$ cat src/shared/bbcf_defs.vh
// Constants for the burst bus configuration field block.
// Included by the core; holds definitions only.
`ifndef BBCF_DEFS_VH
`define BBCF_DEFS_VH

// Register selection
`define BBCF_SEL_BUS_CONFIG 2'h2
`define BBCF_SW_CODE_BUS_CONFIG 16'h0001
`define BBCF_BUS_CONFIG_RESET 16'h9D1F

// Field positions
`define BBCF_DRIVE_HI 5
`define BBCF_DRIVE_LO 4
`define BBCF_STALL_TIMING 8
`define BBCF_STALL_POL 10
`define BBCF_LAT_HI 13
`define BBCF_LAT_LO 11
`define BBCF_INIT_LAT 14
`define BBCF_OP_MODE 15

// Drive strength codes
`define BBCF_DRIVE_FULL 2'h0
`define BBCF_DRIVE_HALF 2'h1
`define BBCF_DRIVE_QUARTER 2'h2
`define BBCF_DRIVE_RSVD 2'h3

// Latency codes and counts
`define BBCF_LAT_CODE_2 3'h2
`define BBCF_LAT_CODE_3 3'h3
`define BBCF_LAT_CODE_4 3'h4
`define BBCF_LAT_CODE_5 3'h5
`define BBCF_LAT_CODE_6 3'h6
`define BBCF_LAT_VAR2_COLL 3'h4
`define BBCF_LAT_VAR3_COLL 3'h6

`endif

$ cat src/core/bbcf_core.v
// Bus configuration register upper fields and the burst timing they steer.
// Assumes the controller logic runs on clk, so its strobes need no
// synchronising; burst pins are driven by that controller.
//
// Function
// - Drive field: 00 full, 01 half default, 10 quarter, 11 reserved.
// - Stall timing 0: data and stall change on the same edge.
// - Stall timing 1 default: stall changes one clock before data.
// - Polarity bit picks stall level when asserted; high by default.
// - Three-bit latency code sets clocks from burst start to data.
// - First data word comes the cycle after the latency count.
// - Variable: 010 gives 2 or 4, 011 gives 3 or 6; others reserved.
// - Fixed: codes 010 to 110 give counts 2 to 6; others reserved.
// - Initial-latency bit selects variable (default) or fixed latency.
// - Variable latency stretches on refresh collision, shown on stall.
// - Fixed latency always uses its worst-case count; stall optional.
// - Mode bit selects synchronous burst or asynchronous (default).
// - Register selected by select pin with address 10, or code 0001.
// - Register loads 9D1F at power-up.
//
// Reserved latency codes behave as the default count; a reserved drive
// code leaves the drive field as it was.
`timescale 1ns/100ps
`include "bbcf_defs.vh"

module bbcf_core (
  input wire clk, // System clock, 100 MHz
  input wire reset_n, // Asynchronous reset, active low
  input wire config_register_select, // Register access select pin
  input wire [1:0] addr_hi, // Address bits 19:18
  input wire reg_write, // Pin-path register write strobe
  input wire reg_read, // Pin-path register read strobe
  input wire sw_write, // Software sequence write, third cycle
  input wire sw_read, // Software sequence read, third cycle
  input wire [15:0] sw_code, // Data on third cycle of sequence
  input wire [15:0] wr_data, // Register write data
  input wire burst_start, // Burst initiation, one-cycle pulse
  input wire burst_stop, // Ends the burst, one-cycle pulse
  input wire refresh_collision, // Refresh collides with this access
  output reg [15:0] rd_data_q, // Register read data
  output reg rd_valid_q, // Read data valid, one cycle
  output reg [1:0] drive_strength_q, // Effective output drive code
  output reg sync_mode_q, // High in synchronous burst mode
  output reg stall_q, // Stall indicator pin level
  output reg data_valid_q // Burst data bus valid
);

  // ******************************************************************
  // Register selection and storage
  // ******************************************************************
  reg [15:0] bus_configuration_q;
  reg [15:0] bus_configuration_d;
  wire pin_sel;
  wire sw_sel;
  wire wr_hit;
  wire rd_hit;

  assign pin_sel = config_register_select &&
                   (addr_hi == `BBCF_SEL_BUS_CONFIG);
  assign sw_sel = (sw_code == `BBCF_SW_CODE_BUS_CONFIG);
  assign wr_hit = (pin_sel && reg_write) || (sw_sel && sw_write);
  assign rd_hit = (pin_sel && reg_read) || (sw_sel && sw_read);

  always @* begin
    bus_configuration_d = bus_configuration_q;
    if (wr_hit) begin
      bus_configuration_d = wr_data;
      if (wr_data[`BBCF_DRIVE_HI:`BBCF_DRIVE_LO] == `BBCF_DRIVE_RSVD) begin
        bus_configuration_d[`BBCF_DRIVE_HI:`BBCF_DRIVE_LO] =
          bus_configuration_q[`BBCF_DRIVE_HI:`BBCF_DRIVE_LO];
      end
    end
  end

  always @(posedge clk or negedge reset_n) begin
    if (!reset_n) begin
      bus_configuration_q <= `BBCF_BUS_CONFIG_RESET;
    end else begin
      bus_configuration_q <= bus_configuration_d;
    end
  end

  // Read strobe echoes as a one-cycle valid
  always @(posedge clk or negedge reset_n) begin
    if (!reset_n) begin
      rd_valid_q <= 1'b0;
    end else begin
      rd_valid_q <= rd_hit;
    end
  end

  // Read data holds until the next read
  always @(posedge clk or negedge reset_n) begin
    if (!reset_n) begin
      rd_data_q <= 16'h0000;
    end else if (rd_hit) begin
      rd_data_q <= bus_configuration_q;
    end
  end

  // ******************************************************************
  // Field decode
  // ******************************************************************
  wire [2:0] lat_code;
  wire fixed_lat;
  wire stall_early;
  wire stall_act_high;
  reg [2:0] lat_count;

  assign lat_code = bus_configuration_q[`BBCF_LAT_HI:`BBCF_LAT_LO];
  assign fixed_lat = bus_configuration_q[`BBCF_INIT_LAT];
  assign stall_early = bus_configuration_q[`BBCF_STALL_TIMING];
  assign stall_act_high = bus_configuration_q[`BBCF_STALL_POL];

  // ******************************************************************
  // Latency count selection
  // ******************************************************************
  reg [2:0] lat_fixed;
  reg [2:0] lat_var;

  // Reserved codes fall back to the default count so a bad write
  // cannot hang a burst.
  // Fixed counts already cover the worst-case refresh collision.
  // fixed counts, collision ignored
  always @* begin
    lat_fixed = `BBCF_LAT_CODE_3;
    case (lat_code)
      `BBCF_LAT_CODE_2: begin
        lat_fixed = `BBCF_LAT_CODE_2;
      end
      `BBCF_LAT_CODE_3: begin
        lat_fixed = `BBCF_LAT_CODE_3;
      end
      `BBCF_LAT_CODE_4: begin
        lat_fixed = `BBCF_LAT_CODE_4;
      end
      `BBCF_LAT_CODE_5: begin
        lat_fixed = `BBCF_LAT_CODE_5;
      end
      `BBCF_LAT_CODE_6: begin
        lat_fixed = `BBCF_LAT_CODE_6;
      end
      default: begin
        lat_fixed = `BBCF_LAT_CODE_3;
      end
    endcase
  end

  // Variable counts double when a refresh collides.
  // variable counts, stretched on collision
  always @* begin
    lat_var = `BBCF_LAT_CODE_3;
    case (lat_code)
      `BBCF_LAT_CODE_2: begin
        if (refresh_collision) begin
          lat_var = `BBCF_LAT_VAR2_COLL;
        end else begin
          lat_var = `BBCF_LAT_CODE_2;
        end
      end
      default: begin
        if (refresh_collision) begin
          lat_var = `BBCF_LAT_VAR3_COLL;
        end else begin
          lat_var = `BBCF_LAT_CODE_3;
        end
      end
    endcase
  end

  // Collision only matters at the start edge, where the count loads
  always @* begin
    lat_count = fixed_lat ? lat_fixed : lat_var;
  end

  // ******************************************************************
  // Burst latency sequencer
  // ******************************************************************
  localparam ST_IDLE = 2'h0;
  localparam ST_LAT = 2'h1;
  localparam ST_DATA = 2'h2;

  reg [1:0] state_q;
  reg [1:0] state_d;
  reg [2:0] cnt_q;
  reg [2:0] cnt_d;
  reg stall_d;
  wire sync_mode;

  // mode bit 0 is synchronous burst
  assign sync_mode = ~bus_configuration_q[`BBCF_OP_MODE];

  always @* begin
    state_d = state_q;
    cnt_d = cnt_q;
    case (state_q)
      ST_IDLE: begin
        if (burst_start && sync_mode) begin
          state_d = ST_LAT;
          cnt_d = lat_count;
        end
      end
      ST_LAT: begin
        if (burst_stop) begin
          state_d = ST_IDLE;
        end else if (cnt_q == 3'h0) begin
          state_d = ST_DATA;
        end else begin
          cnt_d = cnt_q - 3'h1;
        end
      end
      ST_DATA: begin
        if (burst_stop || !sync_mode) begin
          state_d = ST_IDLE;
        end
      end
      default: begin
        state_d = ST_IDLE;
      end
    endcase
  end

  // Stall asserts while the next state waits for data; the early
  // setting also drops it once the count has reached zero.
  always @* begin
    stall_d = (state_d == ST_LAT);
    if (stall_early && state_d == ST_LAT && cnt_d == 3'h0 &&
        state_q == ST_LAT) begin
      stall_d = 1'b0;
    end
  end

  // ******************************************************************
  // Sequencer and output registers
  // ******************************************************************
  // Sequencer state
  always @(posedge clk or negedge reset_n) begin
    if (!reset_n) begin
      state_q <= ST_IDLE;
    end else begin
      state_q <= state_d;
    end
  end

  // Counts down; zero moves the burst into its data phase
  always @(posedge clk or negedge reset_n) begin
    if (!reset_n) begin
      cnt_q <= 3'h0;
    end else begin
      cnt_q <= cnt_d;
    end
  end

  // data phase follows the next state
  always @(posedge clk or negedge reset_n) begin
    if (!reset_n) begin
      data_valid_q <= 1'b0;
    end else begin
      data_valid_q <= (state_d == ST_DATA);
    end
  end

  // Registered so the pin cannot glitch while the next state settles
  // polarity of asserted level
  always @(posedge clk or negedge reset_n) begin
    if (!reset_n) begin
      stall_q <= 1'b0;
    end else begin
      stall_q <= stall_act_high ? stall_d : ~stall_d;
    end
  end

  // One cycle behind the register, like the mode flag output
  // drive strength out
  always @(posedge clk or negedge reset_n) begin
    if (!reset_n) begin
      drive_strength_q <= `BBCF_DRIVE_HALF;
    end else begin
      drive_strength_q <= bus_configuration_q[`BBCF_DRIVE_HI:`BBCF_DRIVE_LO];
    end
  end

  // Lags the register by one cycle like the drive output
  // mode flag out
  always @(posedge clk or negedge reset_n) begin
    if (!reset_n) begin
      sync_mode_q <= 1'b0;
    end else begin
      sync_mode_q <= sync_mode;
    end
  end

endmodule

$ cat config.mk
export PLATFORM = sky130hd
export DESIGN_NAME = bbcf_core
export DESIGN_NICKNAME = d
export VERILOG_FILES = /design/src/core/bbcf_core.v
export VERILOG_INCLUDE_DIRS = /design/src /design/src/shared
export SDC_FILE = /design/constraint.sdc
export NUM_CORES = 1
export LEC_CHECK = 0
export ABC_AREA = 1
export BUFFER_PORTS_ARGS = -buffer_cell sky130_fd_sc_hd__buf_2
export CORE_UTILIZATION = 25
export DETAILED_ROUTE_END_ITERATION = 10
export PLACE_DENSITY = 0.44
export SYNTH_ARGS = -nofsm -noshare
export SYNTH_HDL_FRONTEND = slang
export SYNTH_SLANG_ARGS = --single-unit
$ cat constraint.sdc
create_clock -name clk -period 1.5 [get_ports clk]
set_input_delay 0.3 -clock clk [delete_from_list [all_inputs] [get_ports clk]]
set_output_delay 0.3 -clock clk [all_outputs]
set_load 0.005 [all_outputs]
==> run metrics <==
clk slew on worst S/H paths 0.08 ns; Clk pwr share 25.1%; Die ar. 0.00803 mm^2; global-route track usage on met3 4.39%; Final period util 93.7%; relative slew slack 76.6%; Longest Clk Path Bufs 2; ys async rst share 100%; Finished Cell Area 0.00257 mm^2; Initial Util 26.2%; synthesized area per cell 9.01 um^2; sequential area share after synthesis 56.8%; FF+latch count, synth 43; CTS tree built; Sink Count 43; iteration count of the initial detailed-routing pass 4; Comb power frac 29.5%; cell count after synthesis 213; initial antenna violation count 0; DP Wirelength 3130 um; Fmax achieved 0.712 GHz; placed cell area 0.00241 mm^2; crit path launch type flip-flop; ANT nets after route 0; main combinational cell family by area after synthesis simple AND/OR/NAND/NOR gates; Synth top area share 41.7%; Slew Limit Fails 0; grt met1 use 14.9%; status finished clean; synthesized area 0.00192 mm^2; post-synthesis mux area share 2.35%; total CTS buffers 5; CP Max Fanout 3; RSZ-0062 raised after global routing true; Final GP Congestion 0.770; fin crit period 1.40 ns; Worst Path Class, Setup reg -> reg; # placed instances 381; latest clock arrival within the worst-skew pair 0.30 ns; Final setup viols 0; gr ovfl total 0; Internal 2.49 mW; Net Sw Frac 31.6%; Initial DRC Count 20; share of layout cells above drive strength 1 40.4%; I/O Pins 66; Mapped Nets 259; PnR Total Power 3.64 mW; htree depth 2; Main synth FF type dfrtp_1; final core occ 35.1%; GRT busiest layer met2; Via density 4.10; Die Y 89.6 um; max-cap violations 0; via count 1,604; top cells by area, synth dfrtp_1, dfstp_2, nand2_1; CTS root buffer clkbuf_8; Net Switching 1.15 mW; worst path arrival time 1.60 ns; Buffers on Ports 65; final cell count without fillers 391; worst-margin pin slew 0.348 ns; first-pass GRT wire length 7040 um; EDFF count, synth 0; CP required 1.69 ns; Core Area 0.00733 mm^2; Final #Nets 337; Hold Crit Class in -> reg; PwrDens 1410 mW/mm^2; Residual DRC 0; area share of and/or/nand/nor cells after synthesis 21.3%; yosys warns 0; Die Wd 89.6 um; XOR/XNOR Fraction of Synth Area 0%; top cells by count, synth nand2_1, dfrtp_1, nor2_1, inv_1, a21oi_1; worst IR drop on VDD 0.000555 V; Syn-to-layout area delta 34.1%; leakage power 1.25 nW; aggregate global-route resource usage 11.8%; Post-Synth Adder-Cell Area 1.30%; most frequent cell after synthesis nand2_1; drt total wl 4210 um; # rows 31; distinct cell type count after synthesis 23; routed len/inst 10.8 um; # diodes 0; Fin. Hold Viols 0; compound-cell area share of the yosys netlist 10.4%; met2 Use GR 19.0%; vias in the first global route 1,544; Reg power frac 45.4%; Setup crit end kind flip-flop; largest area contributor in the netlist dfrtp_1; Final Skew 0.00228 ns; setup TNS 0 ns; largest net degree at the start of global routing 44
critical path: stages, from the launching register on:
cell	delay [ns]
dfrtp_1	0.39
inv_2	0.10
ha_2	0.19
nand2_2	0.08
nand3_2	0.07
nand2_1	0.05
nand2_1	0.05
nand2_1	0.05
nand2_2	0.06
nor2_1	0.04
nand2_1	0.07
nand2_1	0.05
nand2_1	0.06
nand2_1	0.04
flip-flops by register name (all words and copies together) (netlist names):
name                 flops
cnt_q                    3
stall_q                  1
rd_data_q               16
sync_mode_q              1
data_valid_q             1
drive_strength_q         2
bus_configuration_q     16
rd_valid_q               1
state_q                  2
placed cells by master, fill, tap and decap left out, types with 2 or more instances in the layout:
cell type / count
buf_2: 65
nand2_1: 40
dfrtp_1: 31
nor2_1: 28
inv_1: 20
a21oi_1: 16
dfstp_2: 11
nand3_1: 10
o21ai_1: 10
buf_4: 8
inv_2: 7
nand2_2: 7
o21ai_0: 7
clkbuf_8: 5
nand4_1: 4
nand3_2: 3
mux2_1: 3
o41ai_1: 2
buf_12: 2
power groups by stage:
| stage | clock, mW | sequential, mW | combinational (mW) |
|---|---|---|---|
| after floorplan | 0 | 1.66 | 0.584 |
| after global routing | 1.01 | 1.70 | 1.23 |
| after detailed placement | 0 | 1.67 | 1.02 |
| final | 0.912 | 1.65 | 1.07 |
| after CTS | 0.946 | 1.65 | 1.03 |
| after global placement | 0 | 1.68 | 1.01 |
worst paths after layout:
| check | slack (ns) | endpoint | cells after the start | startpoint |
|---|---|---|---|---|
| min | 0.20 | bus_configuration_q[12] | 3 | wr_data[12] |
| max reg2reg | 0.1 | stall_q | 13 | cnt_q[1] |
| min in group asynchronous | 0.50 | rd_data_q[11] | 3 | reset_n |
| max | 0.1 | stall_q | 13 | cnt_q[1] |
| min reg2reg | 0.38 | drive_strength_q[0] | 0 | bus_configuration_q[4] |
| max in group asynchronous | 0.73 | bus_configuration_q[2] | 3 | reset_n |
cell families (layout without fill, tap and decap cells):
group	after synthesis	count (layout)
simple gates	95	95
flops	43	43
compound gates	37	37
buf+inv	32	111
mux	4	4
fa+ha+maj	2	2
through the flow:
step,hold slack [ns],setup slack [ns]
after detailed placement,0.294,-0.0409
after CTS,0.197,0.0145
after global placement,0.298,0.0169
after global routing,0.198,-0.0210
final,0.202,0.0952
after floorplan,0.00441,0.145
per-layer routing:
metal,part of all wire [%],vias to the layer above,wire length [um]
met5,0,-,0
met4,1.1,0,48
met3,5.9,4,249
met2,45,43,1890
met1,48,720,2020
li1,-,837,-
cell type report:
| type | instances | area, um^2 |
|---|---|---|
| Sequential cell | 43 | 1090 |
| Tap cell | 99 | 124 |
| Clock inverter | 3 | 43.8 |
| Fill cell | 773 | 4760 |
| Inverter | 27 | 101 |
| Multi-Input combinational cell | 138 | 708 |
| Timing Repair Buffer | 76 | 435 |
| Clock buffer | 5 | 68.8 |
what timing repair did:
action,CTS,global route
endpoints found under the setup margin,0,1
setup buffers,0,1
hold buffers,1,0
gates resized for setup,0,11
hold endpoints to repair,32,0
No activity file was read; power rests on OpenSTA's default activity.
